==> config.mk <==
export PLATFORM = sky130hd
export DESIGN_NAME = pcasr_power_ctrl
export DESIGN_NICKNAME = d
export VERILOG_FILES = /design/src/rtl/pcasr_pkg.sv /design/src/rtl/pcasr_power_ctrl.sv
export SDC_FILE = /design/constraint.sdc
export NUM_CORES = 1
export LEC_CHECK = 0
export BUFFER_PORTS_ARGS = -buffer_cell sky130_fd_sc_hd__buf_2
export CAP_MARGIN = 30
export CORE_ASPECT_RATIO = 0.8
export CORE_UTILIZATION = 42
export CTS_CLUSTER_SIZE = 30
export DETAILED_ROUTE_END_ITERATION = 16
export PLACE_DENSITY = 0.91
export SLEW_MARGIN = 20
export SYNTH_ARGS = -nofsm -noshare
export SYNTH_HDL_FRONTEND = slang
export SYNTH_SLANG_ARGS = --single-unit
==> constraint.sdc <==
create_clock -name core_clk_i -period 3.45 [get_ports core_clk_i]
set_input_delay 0.345 -clock core_clk_i [delete_from_list [all_inputs] [get_ports core_clk_i]]
set_output_delay 0.345 -clock core_clk_i [all_outputs]
set_load 0.01 [all_outputs]
==> src/rtl/pcasr_pkg.sv <==
`default_nettype none
package pcasr_pkg;
    // Register map and field layout of the power control word.
    localparam logic [7:0]  PCASR_OFF_CTRL1     = 8'h36;
    localparam logic [31:0] PCASR_CTRL1_RESET   = 32'h8002_0000;
    // Writable bits; reserved bits are held at their reset value.
    localparam logic [31:0] PCASR_CTRL1_WMASK   = 32'hfc02_fffa;
    localparam int          PCASR_BIT_RX2INIT   = 1;
    localparam int          PCASR_PACKET_SEQUENCING_FIELD_LSB    = 3;
    localparam int          PCASR_PACKET_SEQUENCING_FIELD_MSB    = 10;
    localparam int          PCASR_BIT_SLP_TX    = 11;
    localparam int          PCASR_BIT_SLP_RX    = 12;
    localparam int          PCASR_BIT_SNOOZE    = 13;
    localparam int          PCASR_BIT_SNOOZE_R  = 14;
    localparam int          PCASR_BIT_SYNC_CLK  = 15;
    localparam int          PCASR_BIT_RANGING   = 17;
    localparam int          PCASR_KHZ_LSB       = 26;
    localparam int          PCASR_KHZ_MSB       = 31;
    // Status word of the automatic transition logic.
    localparam logic [7:0]  PCASR_OFF_STATUS    = 8'h38;
    localparam logic [31:0] PCASR_STATUS_RESET  = 32'h0000_0000;
endpackage : pcasr_pkg
`default_nettype wire

==> src/rtl/pcasr_power_ctrl.sv <==
// Added by the designer: the address-and-strobe port.
`default_nettype none
module pcasr_power_ctrl (
    input  wire logic        core_clk_i,
    input  wire logic        rst_n_i,
    input  wire logic [7:0]  reg_addr_i,
    input  wire logic [31:0] reg_wdata_i,
    input  wire logic        reg_wr_i,
    input  wire logic        reg_rd_i,
    output logic      [31:0] reg_rdata_o,
    input  wire logic        rx_done_i,
    input  wire logic        tx_done_i,
    input  wire logic        wake_i,
    input  wire logic [31:0] irq_status_i,
    input  wire logic [31:0] irq_mask_i,
    input  wire logic        preserve_sleep_setting_i,
    input  wire logic        sleep_enable_i,
    output logic             go_init_o,
    output logic             go_sleep_o,
    output logic             rf_seq_enable_o,
    output logic [7:0]       packet_sequencing_field_o,
    output logic             snooze_enable_o,
    output logic             snooze_repeat_o,
    output logic             sync_clock_enable_o,
    output logic             ranging_engine_run_enable_o,
    output logic [5:0]       kilohertz_divider_field_o
);
    // Control word as held, and the value it takes at the next edge.
    logic [31:0] ctrl_q;
    logic [31:0] ctrl_d;
    // Snapshot of the last automatic decisions, readable at the status offset.
    logic [31:0] stat_q;
    // Decoded conditions of the current cycle.
    logic        pend;
    logic        want_init;
    logic        want_sleep;
    logic        wr_ctrl;
    logic        rd_ctrl;
    logic        rd_stat;

    // The block sits behind the register bank of the power management controller.
    // Software owns the control word; the hardware only ever clears the two
    // automatic sleep controls, and only on a wake-up event.
    // The transceiver reports the end of a receive attempt and of a frame
    // transmission as one-cycle pulses on the core clock, so no synchroniser
    // is placed in front of them.
    // The interrupt status and mask are levels from the same clock domain.
    // A decision is made in the cycle of the event and shown one cycle later
    // as a registered pulse, so downstream sequencing sees a clean edge.
    // The divider, snooze, synchronisation clock and ranging engine fields are
    // only stored and passed on; their behaviour lives elsewhere.

    // True when the bus address selects the given register offset.
    function automatic logic pcasr_hit(input logic [7:0] addr, input logic [7:0] offset);
        return addr == offset;
    endfunction

    // Packet sequencing field of a control word.
    function automatic logic [7:0] pcasr_seq(input logic [31:0] word);
        return word[pcasr_pkg::PCASR_PACKET_SEQUENCING_FIELD_MSB:pcasr_pkg::PCASR_PACKET_SEQUENCING_FIELD_LSB];
    endfunction

    // Kilohertz divider field of a control word.
    function automatic logic [5:0] pcasr_khz(input logic [31:0] word);
        return word[pcasr_pkg::PCASR_KHZ_MSB:pcasr_pkg::PCASR_KHZ_LSB];
    endfunction

    // Merges a write into the control word; reserved bits keep their stored value.
    // Software is expected to write reserved bits back unchanged, but the mask
    // protects the word even if it does not.
    function automatic logic [31:0] pcasr_merge(input logic [31:0] old_word, input logic [31:0] new_word);
        return (new_word & pcasr_pkg::PCASR_CTRL1_WMASK) | (old_word & ~pcasr_pkg::PCASR_CTRL1_WMASK);
    endfunction

    // Only unmasked interrupts block an automatic transition.
    // A masked event must never keep the device awake or out of the initial state.
    assign pend = |(irq_status_i & irq_mask_i);

    // Return to the initial state after a receive attempt.
    // It loses to sleep after receive when both are armed, so the device never
    // gets two conflicting moves in one cycle.
    assign want_init = ctrl_q[pcasr_pkg::PCASR_BIT_RX2INIT] & rx_done_i & ~pend;

    // Automatic sleep after a frame transmission or after a receive attempt.
    // Sleep after transmit also needs the always-on sleep enable; without it
    // the request is dropped and the device stays awake.
    assign want_sleep = ~pend & ((ctrl_q[pcasr_pkg::PCASR_BIT_SLP_TX] & tx_done_i & sleep_enable_i)
                      | (ctrl_q[pcasr_pkg::PCASR_BIT_SLP_RX] & rx_done_i));

    // Register bus decode; the bus never waits, so every strobe is taken at once.
    assign wr_ctrl = reg_wr_i & pcasr_hit(reg_addr_i, pcasr_pkg::PCASR_OFF_CTRL1);
    assign rd_ctrl = reg_rd_i & pcasr_hit(reg_addr_i, pcasr_pkg::PCASR_OFF_CTRL1);
    assign rd_stat = reg_rd_i & pcasr_hit(reg_addr_i, pcasr_pkg::PCASR_OFF_STATUS);

    // Next control word: writes touch writable bits only; wake clears auto sleep unless the preserve setting is high.
    // The wake clear is applied after the write so that it wins when both fall
    // in one cycle; otherwise a stale write could re-arm sleep right after waking.
    always_comb begin
        ctrl_d = ctrl_q;
        if (wr_ctrl) begin
            ctrl_d = pcasr_merge(ctrl_q, reg_wdata_i);
        end
        if (wake_i && !preserve_sleep_setting_i) begin
            ctrl_d[pcasr_pkg::PCASR_BIT_SLP_TX] = 1'b0;
            ctrl_d[pcasr_pkg::PCASR_BIT_SLP_RX] = 1'b0;
        end
    end

    // Control word register.
    always_ff @(posedge core_clk_i) begin
        if (!rst_n_i) begin
            ctrl_q <= pcasr_pkg::PCASR_CTRL1_RESET;
        end else begin
            ctrl_q <= ctrl_d;
        end
    end

    // Transition pulses and status snapshot of the last decisions.
    // Each pulse stands for exactly one cycle because the inputs are pulses.
    // The status word keeps the decision of the previous cycle for software.
    always_ff @(posedge core_clk_i) begin
        if (!rst_n_i) begin
            go_init_o  <= 1'b0;
            go_sleep_o <= 1'b0;
            stat_q     <= pcasr_pkg::PCASR_STATUS_RESET;
        end else begin
            go_init_o  <= want_init & ~want_sleep;
            go_sleep_o <= want_sleep;
            stat_q     <= {29'h0000_0000, pend, want_sleep, want_init & ~want_sleep};
        end
    end

    // Field outputs follow the control word.
    // They are taken from the next value so they settle one cycle after a write,
    // the same cycle in which a read would first see the new word.
    // The sequencing enable is a plain nonzero test of the field: a zero hands
    // control of the analog blocks back to software.
    always_ff @(posedge core_clk_i) begin
        if (!rst_n_i) begin
            rf_seq_enable_o             <= 1'b0;
            packet_sequencing_field_o   <= 8'h00;
            snooze_enable_o             <= 1'b0;
            snooze_repeat_o             <= 1'b0;
            sync_clock_enable_o         <= 1'b0;
            ranging_engine_run_enable_o <= 1'b0;
            kilohertz_divider_field_o   <= 6'h00;
        end else begin
            rf_seq_enable_o             <= |pcasr_seq(ctrl_d);
            packet_sequencing_field_o   <= pcasr_seq(ctrl_d);
            snooze_enable_o             <= ctrl_d[pcasr_pkg::PCASR_BIT_SNOOZE];
            snooze_repeat_o             <= ctrl_d[pcasr_pkg::PCASR_BIT_SNOOZE_R];
            sync_clock_enable_o         <= ctrl_d[pcasr_pkg::PCASR_BIT_SYNC_CLK];
            ranging_engine_run_enable_o <= ctrl_d[pcasr_pkg::PCASR_BIT_RANGING];
            kilohertz_divider_field_o   <= pcasr_khz(ctrl_d);
        end
    end

    // Read data stands one cycle after the read strobe; unmapped reads return zero.
    // Returning zero outside the read slot keeps the shared read bus quiet, so
    // several register blocks can be ORed together upstream.
    // A read in the same cycle as a write returns the word before the write.
    always_ff @(posedge core_clk_i) begin
        if (!rst_n_i) begin
            reg_rdata_o <= 32'h0000_0000;
        end else if (rd_ctrl) begin
            reg_rdata_o <= ctrl_q;
        end else if (rd_stat) begin
            reg_rdata_o <= stat_q;
        end else begin
            reg_rdata_o <= 32'h0000_0000;
        end
    end

    // Limitations a user should know.
    // The block does not check that the always-on wake configuration was set up
    // before sleep after transmit is armed; software has to do that first.
    // A wake event with the preserve setting high leaves both sleep controls
    // armed, so the next transmission or receive attempt sleeps again at once.
    // Writes to the status offset are ignored; the status word is read only.
    // Only the byte address is decoded, so aliases outside this map read zero.
endmodule // pcasr_power_ctrl
`default_nettype wire

==> impl_metrics.json, run 1 <==
{
  "arrival_ns": 1.83,
  "hpwl_um": 4010,
  "setup_viol": 0,
  "insertion_delay_ns": 0.29,
  "rsz0062_at_grt": "no",
  "fin_ws_ns": 1.82,
  "worstSetupPathType": "input port to flip-flop",
  "powerDensity_mw_per_mm2": 370,
  "reg2regPathDepth": 2,
  "cts_tree": "done",
  "syn_avg_cell_area_um2": 10.9,
  "synthDominantCellAreaShare_pct": 49.2,
  "detail-route-antenna-nets": 0,
  "start_util_pct": 44.0,
  "design.portCount": 166,
  "synth_area_leader_cell": "dfxtp_1",
  "gp_congestion": 0.856,
  "cts.path.max_buffers": 2,
  "status": "completed",
  "ys_warn_count": 0,
  "synth.area.top_cells": "dfxtp_1 49%, mux2i_1 10%, buf_4 8.1%",
  "hold_violations": 0,
  "cts.sink_count": 50,
  "synth_area_mm2": 0.00204,
  "track_usage_pct": 20.2,
  "clock-root-buffer": "clkbuf_8",
  "hold_path_class": "input port to flip-flop",
  "grt_max_degree": 28,
  "cts.clk_slew.worst_paths_ns": 0.09,
  "drive_gt1_share_pct": 49.5,
  "min_from": "reg_wdata_i[12]",
  "irDropWorstVdd_mv": 0.282,
  "synth_cell_types": 27,
  "die_x_um": 79.8,
  "port_buffers": 145,
  "placed_area_mm2": 0.00269,
  "dieArea_mm2": 0.00513,
  "finalNonFillerCells": 381,
  "cp_data_required_time_ns": 3.64,
  "die_h_um": 64.3,
  "cts_setup_buffers": 0,
  "tightestPinTransition_ns": 0.508,
  "drt-total-wl_um": 4870,
  "fin_skew_ns": 0.00426,
  "regToRegStartpoint": "ctrl_q[6]$_SDFF_PN0_",
  "grt_pass1_vias": 1761,
  "nNetsFinal": 433,
  "core_area_mm2": 0.00462,
  "design_area_mm2": 0.00278,
  "diodes": 0,
  "fmax_ghz": 0.612,
  "num_vias": 1795,
  "vias_per_cell": 4.71,
  "cts_buffers": 5,
  "rows": 22,
  "report.final.slew_viol_count": 0,
  "whs_path_depth": 3,
  "hold_buffers": 0,
  "gr-total-overflow": 0,
  "max_cap_viol_count": 0,
  "synth_cells": 186,
  "setup.worst_path.start_class": "input port",
  "hold_end": "ctrl_q[12]$_SDFFE_PP0N_",
  "grt_pass1_wl_um": 8000,
  "post_drt_wl_per_cell_um": 12.8,
  "period_needed_ns": 1.63,
  "ctsResizeCount": 0,
  "r2r_end": "rf_seq_enable_o$_SDFF_PN0_",
  "antenna_found_initial": 0,
  "cts_max_level": 2,
  "p_leak_nw": 1.37,
  "place_ws_ns": 1.47,
  "period_share_pct": 47.4,
  "drc": 0,
  "crit_fanout": 19,
  "power_w": 0.00103,
  "yosysSeqAreaShare_pct": 49.2,
  "area_growth_pct": 36.8,
  "critPathCaptureType": "flip-flop",
  "regToRegSetupSlack_ns": 2.16,
  "drtPass1Iterations": 6,
  "placedCellCount": 373,
  "ys_ff_latch": 50,
  "fin_tns_setup_ns": 0,
  "slew_headroom_pct": 65.9,
  "drt_iter0_drc": 87
}
Yosys cell counts:
| cell type | instances |
|---|---|
| nand4_1 | 3 |
| nor2_1 | 3 |
| dfxtp_1 | 50 |
| buf_4 | 22 |
| o21a_1 | 1 |
| nand4bb_4 | 1 |
| nand3_1 | 1 |
| conb_1 | 1 |
| inv_1 | 2 |
| o311a_1 | 1 |
| nand2_1 | 3 |
| a221oi_1 | 8 |
| and2_1 | 22 |
| and3_1 | 1 |
| nand3b_4 | 1 |
| a22o_1 | 9 |
| a32oi_1 | 1 |
| or4_1 | 2 |
| nor4b_1 | 1 |
| nor4_1 | 3 |
| nor2b_1 | 19 |
| nor3_1 | 2 |
| mux2i_1 | 21 |
| o21ai_0 | 1 |
| nor4_4 | 1 |
| buf_6 | 2 |
| clkbuf_1 | 4 |
cells in the final DEF (no fill, tap or decap):
master        n
nand2_1       3
nand3b_4      1
a22o_1        9
a221oi_1      8
dfxtp_1      50
a32oi_1       1
inv_1         2
o21a_1        1
nor4_2        1
buf_4         2
clkbuf_8      6
nor4_4        1
nor4b_1       1
clkinvlp_4    1
buf_2       145
nand4bb_4     1
o21ai_0       1
and2_1       22
or4_1         2
conb_1        9
o311a_1       1
nor4_1        2
and3_1        1
nand4_1       3
nor3_1        2
nand3_1       1
nor2b_1      19
mux2i_1      21
inv_6         1
nor2_1        3
worst max-delay path, stage by stage:
cell	delay, ns
buf_2	0.10
nand4bb_4	0.25
nor4_4	0.40
buf_4	0.41
mux2i_1	0.25
nor2b_1	0.06
through the flow:
| step | hold slack [ns] | utilization [%] |
|---|---|---|
| 5_1_grt | 0.294 | 60.2 |
| 6_report | 0.290 | 60.2 |
| 3_5_place_dp | 0.414 | 58.1 |
| 4_1_cts | 0.278 | 60.2 |
| 3_3_place_gp | 0.412 | 58.1 |
| 2_1_floorplan | 0.406 | - |
how the worst max path moves through the flow:
stage	start	to	slack, ns
global route	reg_addr_i[6]	ctrl_q[29]$_SDFFE_PN0N_	1.69
global placement	reg_addr_i[6]	ctrl_q[30]$_SDFFE_PN0N_	1.49
CTS	reg_addr_i[6]	ctrl_q[30]$_SDFFE_PN0N_	1.79
detailed placement	reg_addr_i[6]	ctrl_q[30]$_SDFFE_PN0N_	1.47
finish	reg_addr_i[6]	ctrl_q[30]$_SDFFE_PN0N_	1.82
floorplan	reg_addr_i[6]	ctrl_q[10]$_SDFF_PN0_	1.99
area by class of cell:
class	count	area [um2]
clock buffer	6	82.6
sequential	50	1000
fill	408	1840
tap	60	75.1
clock inverter	2	16.3
multi-input combinational	114	861
inverter	2	7.51
timing repair buffer	147	741
sequential cells by signal (all words and copies together) (netlist names):
register,flops
ctrl_q,21
kilohertz_divider_field_o,1
ranging_engine_run_enable_o,1
reg_rdata_o,23
rf_seq_enable_o,1
stat_q,3
power breakdown:
part            total, W  internal (W)  switching, W
clock           0.000351      0.000165      0.000186
combinational  0.0000995     0.0000589     0.0000406
sequential      0.000579      0.000579   0.000000606
total            0.00103      0.000803      0.000227
kinds of logic after synthesis:
logic type | after synthesis | share of synthesized area, %
simple gates | 63 | 21.1
flops | 50 | 49.2
buf+inv | 30 | 10.3
compound gates | 21 | 8.85
mux | 21 | 10.3
other cells | 1 | 0.184
per-layer routing:
| layer | global-route usage [%] | vias to the layer above | wire (um) |
|---|---|---|---|
| met4 | 7.59 | 0 | 93 |
| met5 | 0 | - | 0 |
| met3 | 6.14 | 13 | 361 |
| li1 | - | 889 | - |
| met2 | 34.1 | 91 | 2330 |
| met1 | 24.1 | 802 | 2090 |
Note: power is estimated with default switching activity, not from simulation.
==> run 2, diff against run 1 <==
CORE_UTILIZATION = 39   (was 42)
PLACE_DENSITY = 0.85   (was 0.91)
clock period = 1.7 ns   (was 3.45 ns; I/O delays follow)
==> run 2 against run 1 <==
Net effect: clock skew up 0.0024 ns; first-iteration DRC count decreased by 62%; clock power up 96%; largest power group unchanged.
==> impl_metrics.json, run 2 (synthesis results as in run 1) <==
{
  "port_buffers": 145,
  "switching_share_pct": 23.2,
  "p_leak_nw": 1.37,
  "drt-total-wl_um": 5100,
  "hold_buffers": 0,
  "setup.worst_path.start_class": "flip-flop",
  "core_area_mm2": 0.00501,
  "max_cap_viol_count": 0,
  "cts.path.max_buffers": 2,
  "drt_iter0_drc": 33,
  "r2r_end": "rf_seq_enable_o$_SDFF_PN0_",
  "place_ws_ns": 0.290,
  "track_usage_pct": 18.8,
  "combinationalPowerShare_pct": 9.9,
  "drive_gt1_share_pct": 49.7,
  "ctsResizeCount": 0,
  "hold_end": "ctrl_q[17]$_SDFF_PN1_",
  "area_growth_pct": 37.6,
  "crit_path_max_incr_delay_ns": 0.52,
  "fill_cells": 474,
  "die_x_um": 82.8,
  "worstSetupPathType": "flip-flop to flip-flop",
  "hold_violations": 0,
  "period_share_pct": 76.5,
  "fin_skew_ns": 0.00662,
  "cts_buffers": 5,
  "drc": 0,
  "regToRegStartpoint": "ctrl_q[6]$_SDFF_PN0_",
  "start_util_pct": 40.7,
  "dieArea_mm2": 0.00551,
  "rows": 23,
  "top_register": "reg_rdata_o",
  "critPathSlowestCell": "or4_1",
  "hold_path_class": "input port to flip-flop",
  "setup_viol": 0,
  "powerDensity_mw_per_mm2": 739,
  "arrival_ns": 1.50,
  "antenna_found_initial": 0,
  "diodes": 0,
  "design.portCount": 166,
  "intPower_w": 0.00159,
  "grt_max_degree": 27,
  "critPathCaptureType": "flip-flop",
  "num_vias": 1777,
  "min_from": "reg_wdata_i[17]",
  "cp_top_family": "simple AND/OR/NAND/NOR gates",
  "regToRegSetupSlack_ns": 0.40,
  "post_drt_wl_per_cell_um": 13.3,
  "die_h_um": 66.6,
  "report.final.slew_viol_count": 0,
  "cts_max_level": 2,
  "final_common_cell": "buf_2",
  "cts_setup_buffers": 0,
  "fin_ws_ns": 0.399,
  "grt_pass1_wl_um": 7740,
  "whs_path_depth": 3,
  "drtPass1Iterations": 4,
  "rsz0062_at_grt": "no",
  "reg2regPathDepth": 2,
  "fin_tns_setup_ns": 0,
  "startpoint": "ctrl_q[6]$_SDFF_PN0_",
  "clkPwrFrac_pct": 33.3,
  "final_cell_mix": "145 x buf_2, 50 x dfxtp_1, 22 x and2_1",
  "irDropWorstVdd_mv": 0.490,
  "nNetsFinal": 434,
  "crit_buf_inv": 0,
  "p_switching_w": 0.000479,
  "vias_per_cell": 4.63,
  "cts_tree": "done",
  "crit_fanout": 4,
  "hpwl_um": 4080,
  "top_regs": "reg_rdata_o (23), ctrl_q (21), stat_q (3)",
  "period_needed_ns": 1.30,
  "insertion_delay_ns": 0.30,
  "cts.sink_count": 50,
  "detail-route-antenna-nets": 0,
  "largest_register_ffs": 23,
  "power_frac_seq_pct": 56.8,
  "gp_congestion": 0.824,
  "cp_cell_sequence": "or4_1 > o311a_1",
  "fmax_ghz": 0.769,
  "clock-root-buffer": "clkbuf_8",
  "cp_data_required_time_ns": 1.90,
  "grt_pass1_vias": 1609,
  "status": "completed",
  "gr-total-overflow": 0,
  "final_util_pct": 55.9,
  "cts.clk_slew.worst_paths_ns": 0.10
}
==> run 2: metal layers <==
metal,track usage (%),wire (um)
met1,24.5,2310
met2,29.5,2470
met3,5.34,282
met4,6.25,41
met5,0,0
==> run 2: layout make-up <==
type,instances,area [um2],share of cell area [%]
multi-input cells,114,861,30.7
inverters,2,7.51,0.268
flip-flops and latches,50,1000,35.7
well taps,62,77.6,2.77
repair buffers,148,761,27.2
clock inverters,3,23.8,0.849
clock buffers,5,68.8,2.46
==> run 2: per-stage QoR <==
| stage | hold WS (ns) | power, W | std cells | instance area [um2] |
|---|---|---|---|---|
| 3_5_place_dp | 0.414 | 0.00141 | 376 | 2710 |
| 6_report | 0.115 | 0.00207 | 384 | 2800 |
| 4_1_cts | 0.107 | 0.00210 | 384 | 2800 |
| 3_3_place_gp | 0.405 | 0.00140 | 376 | 2710 |
| 2_1_floorplan | 0.298 | 0.00128 | 194 | 2070 |
| 5_1_grt | 0.119 | 0.00218 | 384 | 2800 |
==> run 2: power groups by stage <==
stage	logic (W)	clock network (W)	registers [W]
6_report	0.000204	0.000689	0.00118
5_1_grt	0.000224	0.000784	0.00118
4_1_cts	0.000204	0.000723	0.00118
3_5_place_dp	0.000203	0	0.00120
3_3_place_gp	0.000199	0	0.00120
2_1_floorplan	0.0000779	0	0.00120
==> run 2: tightest hold or removal path, stage by stage <==
cell	delay, ns
buf_2	0.08
mux2i_1	0.07
nand2_1	0.06
==> run 2: how the worst max path moves through the flow <==
stage,end,slack [ns],depth (start not counted)
floorplan,ctrl_q[10]$_SDFF_PN0_,0.41,5
global placement,ctrl_q[17]$_SDFF_PN1_,0.31,6
detailed placement,ctrl_q[31]$_SDFF_PN1_,0.29,6
CTS,rf_seq_enable_o$_SDFF_PN0_,0.39,2
global route,rf_seq_enable_o$_SDFF_PN0_,0.37,2
finish,rf_seq_enable_o$_SDFF_PN0_,0.40,2
